===== config.mk =====
export PLATFORM = sky130hd
export DESIGN_NAME = chip_select_access_control
export DESIGN_NICKNAME = d
export VERILOG_FILES = /design/src/csac_pkg.sv /design/src/chip_select_access_control.sv
export SDC_FILE = /design/constraint.sdc
export NUM_CORES = 1
export LEC_CHECK = 0
export BUFFER_PORTS_ARGS = -buffer_cell sky130_fd_sc_hd__buf_4
export CAP_MARGIN = 25
export CORE_MARGIN = 1
export CORE_UTILIZATION = 35
export DETAILED_ROUTE_END_ITERATION = 8
export HOLD_SLACK_MARGIN = 0.08
export PLACE_DENSITY = 0.51
export SKIP_CTS_REPAIR_TIMING = 1
export SLEW_MARGIN = 25
export SYNTH_ARGS = -nofsm -noshare
export SYNTH_HDL_FRONTEND = slang
export SYNTH_SLANG_ARGS = --single-unit

===== constraint.sdc =====
create_clock -name pclk -period 3.24 [get_ports pclk]
set_input_delay 0.81 -clock pclk [delete_from_list [all_inputs] [get_ports pclk]]
set_output_delay 0.81 -clock pclk [all_outputs]
set_load 0.01 [all_outputs]

===== src/csac_pkg.sv =====
// Constants, register layout and types for the chip-select access control block
package csac_pkg;
    localparam int          NUM_REGIONS      = 8;
    localparam int          DEFAULT_IDX      = 8;
    // Register indices; byte address is four times the index
    localparam logic [7:0]  BOOT_CTRL_INDEX  = 8'h6e;
    localparam logic [7:0]  REGION_BASE_INDEX = 8'h6f;
    localparam logic [7:0]  DEFAULT_CTRL_INDEX = 8'hc6;
    // Control field positions
    localparam int          WAIT_LSB         = 10;
    localparam int          BURST_BIT        = 9;
    localparam int          CORE_AA_BIT      = 8;
    localparam int          WIDTH_LSB        = 6;
    localparam int          EM_AA_BIT        = 5;
    localparam int          SETUP_BIT        = 4;
    localparam int          STORE_HOLD_BIT   = 3;
    localparam int          LOAD_HOLD_BIT    = 2;
    localparam int          STORE_GATE_BIT   = 1;
    localparam int          LOAD_GATE_BIT    = 0;
    localparam logic [15:0] CTRL_MASK        = 16'h3fff;
    localparam logic [15:0] DEFAULT_MASK     = 16'h3fec;
    // Reset values; boot auto-ack and width come from straps
    localparam logic [15:0] BOOT_RESET       = 16'h3c1f;
    localparam logic [15:0] REGION_RESET     = 16'h0000;
    localparam logic [15:0] DEFAULT_RESET    = 16'h0000;
    localparam logic [3:0]  STRAP_WAIT       = 4'hf;
    // Port width codes
    localparam logic [1:0]  WIDTH_32         = 2'h0;
    localparam logic [1:0]  WIDTH_8          = 2'h1;
    localparam logic [1:0]  WIDTH_16         = 2'h2;
    localparam logic [3:0]  LANES_32         = 4'hf;
    localparam logic [3:0]  LANES_8          = 4'h8;
    localparam logic [3:0]  LANES_16         = 4'hc;
    // Transfer size codes
    localparam logic [1:0]  SIZE_BYTE        = 2'h0;
    localparam logic [1:0]  SIZE_WORD        = 2'h1;
    localparam logic [1:0]  SIZE_LONG        = 2'h2;
    localparam logic [1:0]  SIZE_LINE        = 2'h3;
    typedef enum logic [1:0] {IDLE, SETUP, ACCESS, HOLD} state_type;
endpackage


===== src/chip_select_access_control.sv =====
// Chip-select access control: APB register file and external transfer sequencer
//
// Our own choice: the APB interface to the registers.
`timescale 1ns/1ps
module chip_select_access_control
    import csac_pkg::*;
(
    input  wire logic        pclk,                 // System clock, 25 MHz
    input  wire logic        presetn,              // Async reset, active low
    input  wire logic        psel,                 // APB select
    input  wire logic        penable,              // APB access phase
    input  wire logic        pwrite,               // APB direction
    input  wire logic [11:0] paddr,                // APB byte address
    input  wire logic [31:0] pwdata,               // APB write data
    output logic      [31:0] prdata,               // APB read data
    output logic             pready,               // APB ready
    output logic             pslverr,              // APB error, unmapped address
    input  wire logic        boot_ack_strap,       // Boot auto-ack strap
    input  wire logic        boot_width_strap_hi,  // Boot width strap, high bit
    input  wire logic        boot_width_strap_lo,  // Boot width strap, low bit
    input  wire logic        core_req,             // Core transfer request, level
    input  wire logic        core_write,           // Core direction, 1 = store
    input  wire logic [1:0]  core_size,            // Core transfer size code
    input  wire logic [7:0]  core_hit,             // Region hits from address decode
    input  wire logic        core_dram_hit,        // Access belongs to DRAM
    input  wire logic        em_req,               // External master request, level
    input  wire logic        em_write,             // External master direction
    input  wire logic [7:0]  em_hit,               // Region hits for master address
    input  wire logic        em_dram_hit,          // Master access belongs to DRAM
    input  wire logic        transfer_ack_in_n,    // Acknowledge pin level
    input  wire logic        alt_transfer_ack_n,   // Alternate acknowledge
    input  wire logic        bus_error_ack_n,      // Error acknowledge
    output logic             transfer_ack_out_n,   // Acknowledge pin drive value
    output logic             transfer_ack_oe_n,    // Acknowledge pin enable, low drives
    output logic [7:0]       select_n,             // Region select strobes
    output logic             store_strobe_n,       // Write strobe
    output logic             addr_drive,           // Address and attributes valid
    output logic             data_drive,           // Write data valid
    output logic [3:0]       lane_en,              // Valid data byte lanes
    output logic             burst_active,         // Transfer runs as burst
    output logic             core_ack,             // Internal acknowledge pulse per beat
    output logic             core_error,           // Error termination pulse
    output logic             xfer_done             // Whole transfer finished, pulse
);

    ////////////////////////////////////////////////////////////////////////////
    // Helpers

    function automatic logic [3:0] lanes_of(input logic [1:0] width);
        unique case (width)
            WIDTH_32: lanes_of = LANES_32;
            WIDTH_8:  lanes_of = LANES_8;
            default:  lanes_of = LANES_16;
        endcase
    endfunction

    function automatic logic [3:0] bytes_of_size(input logic [1:0] size);
        unique case (size)
            SIZE_BYTE: bytes_of_size = 4'h1;
            SIZE_WORD: bytes_of_size = 4'h2;
            SIZE_LONG: bytes_of_size = 4'h4;
            default:   bytes_of_size = 4'h8;
        endcase
    endfunction

    // Beats needed; a line is four longwords, counted in port units
    function automatic logic [4:0] beats_of(input logic [1:0] size, input logic [1:0] width);
        logic [4:0] b;
        b = (size == SIZE_LINE) ? 5'h10 : {1'b0, bytes_of_size(size)};
        unique case (width)
            WIDTH_32: beats_of = (b > 5'h4) ? (b >> 2) : 5'h1;
            WIDTH_8:  beats_of = b;
            default:  beats_of = (b > 5'h2) ? (b >> 1) : 5'h1;
        endcase
    endfunction

    function automatic logic [3:0] hit_index(input logic [7:0] hit);
        hit_index = 4'(DEFAULT_IDX);
        for (int i = NUM_REGIONS - 1; i >= 0; i--) begin
            if (hit[i]) begin
                hit_index = 4'(i);
            end
        end
    endfunction

    ////////////////////////////////////////////////////////////////////////////
    // Register file

    logic [15:0] ctrl [0:NUM_REGIONS];
    logic [2:0]  strap;
    logic        strap_loaded;

    wire  [9:0]  reg_index  = paddr[11:2];
    wire         word_ok    = (paddr[1:0] == 2'h0);
    wire         is_boot    = word_ok && reg_index == {2'h0, BOOT_CTRL_INDEX};
    wire         is_default = word_ok && reg_index == {2'h0, DEFAULT_CTRL_INDEX};
    wire  [9:0]  region_off = reg_index - {2'h0, REGION_BASE_INDEX};
    wire         is_region  = word_ok && region_off >= 10'h1 && region_off <= 10'h7;
    wire  [3:0]  sel_idx    = is_boot ? 4'h0 : (is_default ? 4'(DEFAULT_IDX) : region_off[3:0]);
    wire         mapped     = is_boot || is_default || is_region;
    wire         setup_ph   = psel && !penable;
    wire         wr_take    = psel && penable && pready && pwrite && mapped;
    wire  [15:0] wr_mask    = is_default ? DEFAULT_MASK : CTRL_MASK;

    // No reset here on purpose: keeps the last level seen while reset is low
    always_ff @(posedge pclk) begin
        if (!presetn) begin
            strap <= {boot_ack_strap, boot_width_strap_hi, boot_width_strap_lo};
        end
    end

    always_ff @(posedge pclk or negedge presetn) begin
        if (!presetn) begin
            ctrl[0] <= BOOT_RESET;
            for (int i = 1; i < NUM_REGIONS; i++) begin
                ctrl[i] <= REGION_RESET;
            end
            ctrl[DEFAULT_IDX] <= DEFAULT_RESET;
            strap_loaded <= 1'b0;
        end else begin
            strap_loaded <= 1'b1;
            if (!strap_loaded) begin
                ctrl[0][CORE_AA_BIT] <= strap[2];
                ctrl[0][WAIT_LSB +: 4] <= STRAP_WAIT;
                ctrl[0][WIDTH_LSB +: 2] <= {strap[1], strap[1] ? 1'b0 : strap[0]};
            end else if (wr_take) begin
                ctrl[sel_idx] <= pwdata[15:0] & wr_mask;
            end
        end
    end

    always_ff @(posedge pclk or negedge presetn) begin
        if (!presetn) begin
            prdata  <= 32'h0000_0000;
            pready  <= 1'b0;
            pslverr <= 1'b0;
        end else begin
            // Answer prepared in the setup cycle, so access completes at once
            pready  <= setup_ph;
            pslverr <= setup_ph && !mapped;
            prdata  <= (setup_ph && mapped) ? {16'h0000, ctrl[sel_idx]} : 32'h0000_0000;
        end
    end

    ////////////////////////////////////////////////////////////////////////////
    // Transfer sequencer

    state_type   state;
    state_type   next_state;
    logic [3:0]  cur_idx;
    logic [15:0] cur_cfg;
    logic        cur_em;
    logic        cur_write;
    logic [4:0]  beats_left;
    logic [3:0]  wait_cnt;
    logic        first_cycle;

    wire         take_em    = em_req && !em_dram_hit;
    wire         take_core  = core_req && !core_dram_hit && !take_em;
    wire         start      = (state == IDLE) && (take_em || take_core);
    wire  [3:0]  start_idx  = take_em ? hit_index(em_hit) : hit_index(core_hit);
    wire         start_wr   = take_em ? em_write : core_write;
    wire  [15:0] start_cfg  = ctrl[start_idx];
    wire         start_def  = start_idx == 4'(DEFAULT_IDX);
    // Default space has no setup delay field
    wire         start_addr_setup_delay = !start_def && start_cfg[SETUP_BIT];

    wire  [3:0]  ws         = cur_cfg[WAIT_LSB +: 4];
    wire         cur_def    = cur_idx == 4'(DEFAULT_IDX);
    wire         cur_addr_setup_delay   = !cur_def && cur_cfg[SETUP_BIT];
    wire         gate_ok    = !cur_def && (cur_write ? cur_cfg[STORE_GATE_BIT]
                                                     : cur_cfg[LOAD_GATE_BIT]);
    wire         em_auto    = cur_em && cur_cfg[EM_AA_BIT];
    wire         core_auto  = !cur_em && cur_cfg[CORE_AA_BIT];
    wire         burst_ok   = cur_cfg[BURST_BIT];
    wire         hold_req   = cur_write ? cur_cfg[STORE_HOLD_BIT] : cur_cfg[LOAD_HOLD_BIT];
    wire         ext_term   = !transfer_ack_in_n || !alt_transfer_ack_n;
    wire         err_term   = !bus_error_ack_n;
    wire         waits_done = wait_cnt == ws;
    // Own drive terminates a master cycle with auto-ack; the pin is not sampled then
    wire         term_ok    = em_auto ? !transfer_ack_out_n
                            : (core_auto ? (waits_done || ext_term)
                                         : ext_term);
    wire         in_access  = state == ACCESS;
    wire         term       = in_access && (term_ok || err_term);
    wire         more       = term && !err_term && beats_left > 5'h1;
    wire         burst_next = more && burst_ok;
    wire         last_term  = term && !more;

    always_comb begin
        next_state = state;
        unique case (state)
            IDLE: begin
                if (start) begin
                    next_state = start_addr_setup_delay ? SETUP : ACCESS;
                end
            end
            SETUP: begin
                next_state = ACCESS;
            end
            ACCESS: begin
                if (burst_next) begin
                    next_state = ACCESS;
                end else if (more || (last_term && hold_req)) begin
                    next_state = HOLD;
                end else if (last_term) begin
                    next_state = IDLE;
                end
            end
            HOLD: begin
                if (beats_left != 5'h0) begin
                    next_state = cur_addr_setup_delay ? SETUP : ACCESS;
                end else begin
                    next_state = IDLE;
                end
            end
        endcase
    end

    wire entering_access = next_state == ACCESS && (state != ACCESS || burst_next);
    wire fresh_access    = next_state == ACCESS && state != ACCESS;
    wire leaving         = next_state == IDLE && state != IDLE;
    wire start_lanes_en  = 1'b1;

    // Look one cycle ahead: the latched config is stale on the start edge
    wire         next_em_auto  = start ? (take_em && start_cfg[EM_AA_BIT]) : em_auto;
    wire  [3:0]  next_ws       = start ? start_cfg[WAIT_LSB +: 4] : ws;
    wire  [3:0]  next_wait     = entering_access ? 4'h0 : ((in_access && !waits_done) ? wait_cnt + 4'h1 : wait_cnt);
    wire         next_em_drive = next_em_auto && next_state == ACCESS;

    always_ff @(posedge pclk or negedge presetn) begin
        if (!presetn) begin
            state       <= IDLE;
            cur_idx     <= 4'(DEFAULT_IDX);
            cur_cfg     <= 16'h0000;
            cur_em      <= 1'b0;
            cur_write   <= 1'b0;
            beats_left  <= 5'h0;
            wait_cnt    <= 4'h0;
            first_cycle <= 1'b0;
        end else begin
            state <= next_state;
            if (start) begin
                cur_idx    <= start_idx;
                cur_cfg    <= start_cfg;
                cur_em     <= take_em;
                cur_write  <= start_wr;
                beats_left <= take_em ? 5'h1 : beats_of(core_size, start_cfg[WIDTH_LSB +: 2]);
            end else if (term) begin
                beats_left <= err_term ? 5'h0 : beats_left - 5'h1;
            end
            if (entering_access) begin
                wait_cnt <= 4'h0;
            end else if (in_access && !waits_done) begin
                wait_cnt <= wait_cnt + 4'h1;
            end
            first_cycle <= fresh_access;
        end
    end

    ////////////////////////////////////////////////////////////////////////////
    // Pin drive, all from flops

    always_ff @(posedge pclk or negedge presetn) begin
        if (!presetn) begin
            select_n           <= 8'hff;
            store_strobe_n     <= 1'b1;
            addr_drive         <= 1'b0;
            data_drive         <= 1'b0;
            lane_en            <= 4'h0;
            burst_active       <= 1'b0;
            transfer_ack_out_n <= 1'b1;
            transfer_ack_oe_n  <= 1'b1;
            core_ack           <= 1'b0;
            core_error         <= 1'b0;
            xfer_done          <= 1'b0;
        end else begin
            // Address valid from start until the transfer (and any hold) is over
            if (start && start_lanes_en) begin
                addr_drive <= 1'b1;
                data_drive <= start_wr;
                lane_en    <= lanes_of(start_cfg[WIDTH_LSB +: 2]);
            end else if (leaving) begin
                addr_drive <= 1'b0;
                data_drive <= 1'b0;
                lane_en    <= 4'h0;
            end
            // Select asserts with the address, or one cycle later under setup delay
            if (start && !start_addr_setup_delay && !start_def) begin
                select_n <= ~(8'h01 << start_idx[2:0]) | {8{!(start_wr ? start_cfg[STORE_GATE_BIT]
                                                                       : start_cfg[LOAD_GATE_BIT])}};
            end else if (fresh_access && state != IDLE && gate_ok) begin
                select_n <= ~(8'h01 << cur_idx[2:0]);
            end else if (term && !burst_next) begin
                select_n <= 8'hff;
            end
            // Store strobe one clock behind select
            if (first_cycle && !term && cur_write && gate_ok) begin
                store_strobe_n <= 1'b0;
            end else if (term && !burst_next) begin
                store_strobe_n <= 1'b1;
            end
            burst_active <= burst_next || (burst_active && in_access && !last_term);
            // Acknowledge pin driven only for master cycles with auto-ack
            // Ack lands in the access cycle after the programmed waits, as for the core
            transfer_ack_oe_n  <= !next_em_drive;
            transfer_ack_out_n <= !(next_em_drive && next_wait == next_ws);
            core_ack   <= term && !cur_em && !err_term;
            core_error <= term && err_term;
            xfer_done  <= leaving;
        end
    end

    ////////////////////////////////////////////////////////////////////////////
    // Checks

    logic [4:0] access_len;
    always_ff @(posedge pclk or negedge presetn) begin
        if (!presetn) begin
            access_len <= 5'h0;
        end else begin
            access_len <= entering_access ? 5'h0 : (in_access ? access_len + 5'h1 : access_len);
        end
    end

    a_auto_ack_waits: assert property (
        @(posedge pclk) disable iff (!presetn)
        (in_access && core_auto && !ext_term && !err_term && access_len == {1'b0, ws}) |-> ##1 core_ack)
        else $error("core auto-ack did not follow programmed waits");

    a_no_early_ack: assert property (
        @(posedge pclk) disable iff (!presetn)
        (in_access && !cur_em && !core_auto && transfer_ack_in_n && alt_transfer_ack_n) |-> ##1 !core_ack)
        else $error("core acknowledged without external acknowledge");

    a_master_ack_drive: assert property (
        @(posedge pclk) disable iff (!presetn)
        !transfer_ack_out_n |-> !transfer_ack_oe_n && cur_em && cur_cfg[EM_AA_BIT])
        else $error("acknowledge asserted without driving it");

    a_master_ack_idle: assert property (
        @(posedge pclk) disable iff (!presetn)
        (in_access && cur_em && !cur_cfg[EM_AA_BIT]) |-> transfer_ack_oe_n)
        else $error("acknowledge driven with master auto-ack clear");

    a_setup_delay: assert property (
        @(posedge pclk) disable iff (!presetn)
        (start && start_addr_setup_delay) |=> addr_drive && select_n == 8'hff)
        else $error("select asserted during setup delay");

    a_store_after_sel: assert property (
        @(posedge pclk) disable iff (!presetn)
        $fell(store_strobe_n) |-> $past(select_n) != 8'hff)
        else $error("store strobe ahead of select");

    a_lane_width: assert property (
        @(posedge pclk) disable iff (!presetn)
        (in_access && cur_cfg[WIDTH_LSB +: 2] == WIDTH_8) |-> lane_en == LANES_8)
        else $error("byte lanes do not match port width");

    a_hold_cycle: assert property (
        @(posedge pclk) disable iff (!presetn)
        (last_term && hold_req) |=> addr_drive && select_n == 8'hff ##1 !addr_drive || state != IDLE)
        else $error("address hold cycle missing");

    a_default_no_sel: assert property (
        @(posedge pclk) disable iff (!presetn)
        (state != IDLE && cur_def) |-> select_n == 8'hff)
        else $error("select asserted for default space");

    a_gate_block: assert property (
        @(posedge pclk) disable iff (!presetn)
        (in_access && !cur_write && !cur_def && !cur_cfg[LOAD_GATE_BIT]) |-> select_n == 8'hff)
        else $error("select asserted on read with load gate clear");

endmodule


* Word level (Yosys, flattened, before mapping) *
Index checks and enable logic that the tools add are counted.

storage, ports and cells
  bits in registers = 219
  input port bits = 79
  word-level logic and storage cells = 231

cells by class
  add/sub/neg operators = 3
  order comparisons = 8
  eq/ne operators = 16
  shift operators = 2
  mux-type cells = 73
  bitwise logic cells = 6
  reductions and logical operators = 89

operator list
  operator                                              count
  bitwise mux 144 bit                                   1
  two-way mux 142 bit                                   1
  binary-select mux 16 bit (select 4 bit)               2
  two-way mux 4 bit                                     27
  demux 16 bit (select 4 bit)                           1
  two-way mux 16 bit                                    4
  logical AND 1 bit                                     47
  two-way mux 5 bit                                     6
  two-way mux 14 bit                                    2
  two-way mux 8 bit                                     3
  logical NOT 1 bit                                     21
  bitwise AND 16 x 14 -> 16 bit                         1
  NOT 8 bit                                             2
  << shifter 1 x 3 -> 8 bit, first input constant       2
  two-way mux 2 bit                                     7
  two-way mux 1 bit                                     13
  one-hot mux 4 bit (3 select lines)                    1
  equality test 10 x 7 -> 1 bit, second input constant  1
  equality test 10 x 8 -> 1 bit, second input constant  1
  equality test 2 bit, second input constant            5
  >= comparator 10 x 1 -> 1 bit, second input constant  1
  >= comparator 5 bit, second input constant            2
  <= comparator 10 x 3 -> 1 bit, second input constant  1
  logical NOT 2 bit                                     5
  23 further kinds                                      40

* Logic depth before layout (Yosys ltp) *
  depth in word-level cells = 23
  gate-level depth with buffers = 16
  mapped depth without buffers = 12

* Worst setup path after synthesis *
OpenSTA, ideal clock, no wires.

  kind = input -> register
  start point = input paddr[2]
  end point = register ctrl[37] in the netlist's numbering
  data arrival time = 3.763 ns
  data required time = 3.115 ns
  slack = -0.648 ns
  stages = 15
  buffers on the path = 4
  cells stage by stage = clkbuf_1 > inv_1 > clkbuf_1 > clkbuf_1 > ha_1 > nor2b_1 > nor3_1 > a21oi_1 > o21ai_0 > a21oi_1 > nor3_2 > nand2_1 > nor3_1 > buf_2 > mux2_2

on the way
  longest elaborated chain between the ends = 10
  elaborated cells between the ends (all ways) = 22
  those cells by class = add/sub: 1; order compare: 4; eq/ne: 2; mux: 5; bitwise: 1; reduce/logical: 9

RTL lines
  item                                                                  RTL line                           text
  from (decl)                                                           chip_select_access_control.sv:13   input wire logic [11:0] paddr,
  branches (longest 10 deep; another with subtractor 10 x 7 -> 10 bit)  n/a
  to (signal, indexed assignment)                                       chip_select_access_control.sv:123  ctrl[0][CORE_AA_BIT] <= strap[2];
  to (signal, indexed assignment)                                       chip_select_access_control.sv:125  ctrl[0][WIDTH_LSB +: 2] <= {strap[1], strap[1] ? 1'b0 : strap[0]};
  to (signal, indexed assignment)                                       chip_select_access_control.sv:127  ctrl[sel_idx] <= pwdata[15:0] & wr_mask;
  to (decl)                                                             chip_select_access_control.sv:89   logic [15:0] ctrl [0:NUM_REGIONS];

Parallel ways; which one is timed is not known.
A chain may end at the register's enable or synchronous reset.

* Worst setup path after layout *
  start point = input em_hit[5]
  end point = register transfer_ack_out_n

on the way
  longest elaborated chain between the ends = 21
  elaborated cells between the ends (all ways) = 27
  those cells by class = eq/ne: 3; mux: 16; bitwise: 1; reduce/logical: 7

RTL lines
  item                                                    RTL line                                                              text
  from (decl)                                             chip_select_access_control.sv:28                                      input wire logic [7:0] em_hit,
  two-way mux 4 bit * (6 in series)                       chip_select_access_control.sv:80                                      if (hit[i]) begin
  two-way mux 4 bit *                                     chip_select_access_control.sv:161                                     wire [3:0] start_idx = take_em ? hit_index(em_hit) : hit_index(core_hit);
  NOT 4 -> 5 bit (not written as such)                    chip_select_access_control.sv:163                                     wire [15:0] start_cfg = ctrl[start_idx];
  binary-select mux 16 bit (select 4 bit)                 chip_select_access_control.sv:163
  two-way mux 14 bit (not written as such) (2 in series)  chip_select_access_control.sv:163
  logical AND 1 bit                                       chip_select_access_control.sv:166                                     wire start_addr_setup_delay = !start_def && start_cfg[SETUP_BIT];
  two-way mux 2 bit                                       chip_select_access_control.sv:195                                     next_state = start_addr_setup_delay ? SETUP : ACCESS;
  two-way mux 2 bit                                       chip_select_access_control.sv:194                                     if (start) begin
  one-hot mux 2 bit (4 select lines)                      chip_select_access_control.sv:192                                     unique case (state)
  equality test 2 bit                                     chip_select_access_control.sv:220, chip_select_access_control.sv:229
  logical AND 1 bit                                       chip_select_access_control.sv:220                                     wire entering_access = next_state == ACCESS && (state != ACCESS || burst_next);
  two-way mux 4 bit                                       n/a
  equality test 4 bit                                     chip_select_access_control.sv:307                                     transfer_ack_out_n <= !(next_em_drive && next_wait == next_ws);
  logical AND 1 bit *                                     chip_select_access_control.sv:307
  logical NOT 1 bit *                                     chip_select_access_control.sv:307
  to (signal assigned)                                    chip_select_access_control.sv:307
  to (decl)                                               chip_select_access_control.sv:33                                      output logic transfer_ack_out_n,

Every way passes the cells marked *; elsewhere a longest branch is shown, timed or not. The select of a mux whose other input is x is not followed.

==> impl_metrics.py <==
metrics = {
    "run_status": {
        "outcome": "complete, no violations",
    },
    "worst_setup_path": {
        "worstPathCellList": "buf_4, or2_1, buf_4, nor3_1, buf_4, o22a_1, nand2_1, and3_1, a2111oi_1, o32a_2, xor2_1, a31oi_1, a211o_1",
        "worstSetupPathType": "primary input to flop",
        "worstSetupStartpointType": "primary input",
        "path_common_cell": "buf_4",
        "critPathMaxFanout": 7,
        "cp-end-kind": "flop",
        "cp_data_required_time_ns": 3.61,
        "crit_path_max_incr_delay_ns": 0.44,
        "cp_slowest_cell": "a2111oi_1",
        "worst_ep_arrival_time_ns": 3.39,
    },
    "grt": {
        "grt_start_max_net_pins": 72,
        "overflow": 0,
        "track_usage_pct": 22.3,
        "grt_pass1_wl_um": 53300,
        "grt_pass1_vias": 9047,
        "grt_antenna_before_repair": 1,
    },
    "clock_tree": {
        "htreeDepth": 4,
        "clk_pin_slew_ns": 0.07,
        "insertion_delay_ns": 0.44,
        "ctsLongestPathBuffers": 2,
        "numCtsBuffers": 17,
        "cts_sinks": 195,
        "cts_tree": "done",
        "clock_tree.root_cell": "clkbuf_16",
    },
    "synthesis": {
        "yosysWarningCount": 0,
        "syn-mean-instance-area_sq_um": 9.88,
        "ys_ff_latch": 195,
        "ys_seq_area_share_pct": 45.1,
        "synth_top_area_share_pct": 39.3,
        "synth-edff-count": 3,
        "netlist_area_sq_um": 10900,
        "synth_most_common_cell": "dfrtp_1",
        "synthArstFlopShare_pct": 98.5,
        "synthTopCellsByCount": "171 x dfrtp_1, 127 x nand2_1, 125 x mux2_2",
        "synth.distinct_cells": 74,
        "synthTopCellsByArea": "dfrtp_1 39%, mux2_2 13%, dfstp_2 5.1%",
        "ys.flop_type": "dfrtp_1",
        "synth_largest_area_cell": "dfrtp_1",
        "synthCells": 1103,
    },
    "floorplan": {
        "pin_count": 134,
        "dieArea_sq_um": 31900,
        "die_y_um": 178,
        "dieWidth_um": 178,
        "initial_core_util_pct": 35.6,
        "rows": 64,
        "core-area_sq_um": 30600,
    },
    "sta": {
        "hold_viol": 0,
        "finalCriticalPeriod_ns": 3.02,
        "relSlewSlack_pct": 55.4,
        "finalClockSkew_ns": 0.0147,
        "fmax_mhz": 331,
        "tightest_slew_ns": 0.667,
        "holdWs_ns": 0.389,
        "grt_setup_unrepaired": "false",
        "min_period_over_period_pct": 93.1,
        "setup_viol": 0,
        "maxSlewViolCount": 0,
    },
    "pwr": {
        "ir_drop_v": 0.000345,
        "cellPowerDensity_nw_per_um2": 513,
        "power_uw": 6960,
        "power_leakage_uw": 0.00636,
    },
    "placed_design": {
        "dp_cells": 1673,
        "io_buffers": 97,
        "gp_congestion": 0.886,
        "hpwl_um": 25100,
    },
    "routing": {
        "drt_iter0_markers": 603,
        "ant_nets": 0,
        "via_per_inst": 5.36,
        "wire_per_inst_um": 20.0,
        "dr.pass1.iters": 6,
        "dr_total_vias": 9139,
        "post-route-drc-count": 0,
        "wl_um": 34100,
    },
    "final_layout": {
        "multi_input_area_sq_um": 5570,
        "instances_no_fill": 1705,
        "fillers": 2980,
        "n_antenna_cell": 0,
        "drive_gt1_share_pct": 35.6,
        "areaGrowthSynthToFinish_pct": 24.5,
        "nets": 1382,
        "regArea_sq_um": 4920,
    },
    "min_path": {
        "hold_path.class": "primary input to asynchronous set/reset pin",
    },
    "run": {
        "maxCapViolations": 0,
    },
}
power breakdown:
part	leakage, uW	internal, uW	switching [uW]
sequential	0.00259	2670	190
combinational	0.00348	789	1080
clock	0.000296	1220	1020
path summary, 6_finish.rpt:
| kind | start | endpoint | slack [ns] | depth (start not counted) |
|---|---|---|---|---|
| max | em_hit[5] | transfer_ack_out_n | 0.22 | 13 |
| min | presetn | ctrl[1] | 0.39 | 1 |
| max reg2reg | cur_idx[0] | transfer_ack_out_n | 0.53 | 9 |
| min reg2reg | strap[0] | ctrl[134] | 0.47 | 1 |
| max in group asynchronous | presetn | ctrl[138] | 1.94 | 2 |
| min in group pclk | strap[0] | ctrl[134] | 0.47 | 1 |
metrics by stage:
step	utilization (%)	cell area (sq um)	setup slack (ns)	TNS [ns]
global route	44.4	13600	0.0235	0
floorplan	-	11100	-0.103	-1.97
CTS	44.3	13600	0.130	0
global placement	42.4	13000	-0.329	-3.76
finish	44.4	13600	0.222	0
detailed placement	42.4	13000	-0.333	-4.07
sequential cells by signal, indices dropped and copies added, names as in the netlist, 2 cells and up:
name / cells
beats_left: 5
ctrl: 126
cur_cfg: 12
cur_idx: 4
lane_en: 2
prdata: 14
select_n: 8
state: 2
strap: 3
wait_cnt: 4
cell families after synthesis:
| family | count (synthesis) | synth area share [%] |
|---|---|---|
| buf+inv | 109 | 4.80 |
| simple gates | 375 | 16.1 |
| xor+xnor | 12 | 0.964 |
| mux | 165 | 17.6 |
| compound gates | 238 | 14.5 |
| other cells | 2 | 0.0689 |
| flops | 195 | 45.1 |
| fa+ha+maj | 7 | 0.803 |
critical path, delay by kind of cell:
| family | cells | cell delay, ns |
|---|---|---|
| XOR/XNOR | 1 | 0.15 |
| buffers and inverters | 3 | 0.40 |
| AO/OA/AOI/OAI | 5 | 1.41 |
| AND/OR/NAND/NOR | 4 | 0.62 |
final cells by class:
type                       count  area share (%)
multi-input combinational    816            41.0
sequential                   195            36.3
timing repair buffer         238            13.8
clock buffer                  20            3.45
clock inverter                12            1.05
inverter                      28           0.811
tap                          396            3.65
layer usage:
metal / GRT usage (%) / part of all wire [%] / vias to the layer above
met5: 0 / 0 / -
met4: 6.64 / 1.9 / 0
met3: 3.01 / 3.9 / 41
met2: 36.2 / 48 / 239
met1: 30.8 / 47 / 4522
li1: - / - / 4337
placed cells by master (no fill, tap or decap), drive strengths merged, types with 17 or more instances in the layout:
| cell | synthesis | layout |
|---|---|---|
| clkbuf | 38 | 21 |
| nor3 | 52 | 52 |
| nand2b | 17 | 17 |
| nand2 | 127 | 127 |
| mux2i | 25 | 25 |
| mux2 | 135 | 135 |
| conb | 2 | 19 |
| nor2 | 82 | 82 |
| a21oi | 52 | 52 |
| dfrtp | 171 | 171 |
| dfstp | 21 | 21 |
| inv | 28 | 33 |
| o22ai | 30 | 30 |
| o21ai | 66 | 66 |
| buf | 43 | 237 |
| nand3 | 26 | 26 |
(Power assumes the default switching activity.)
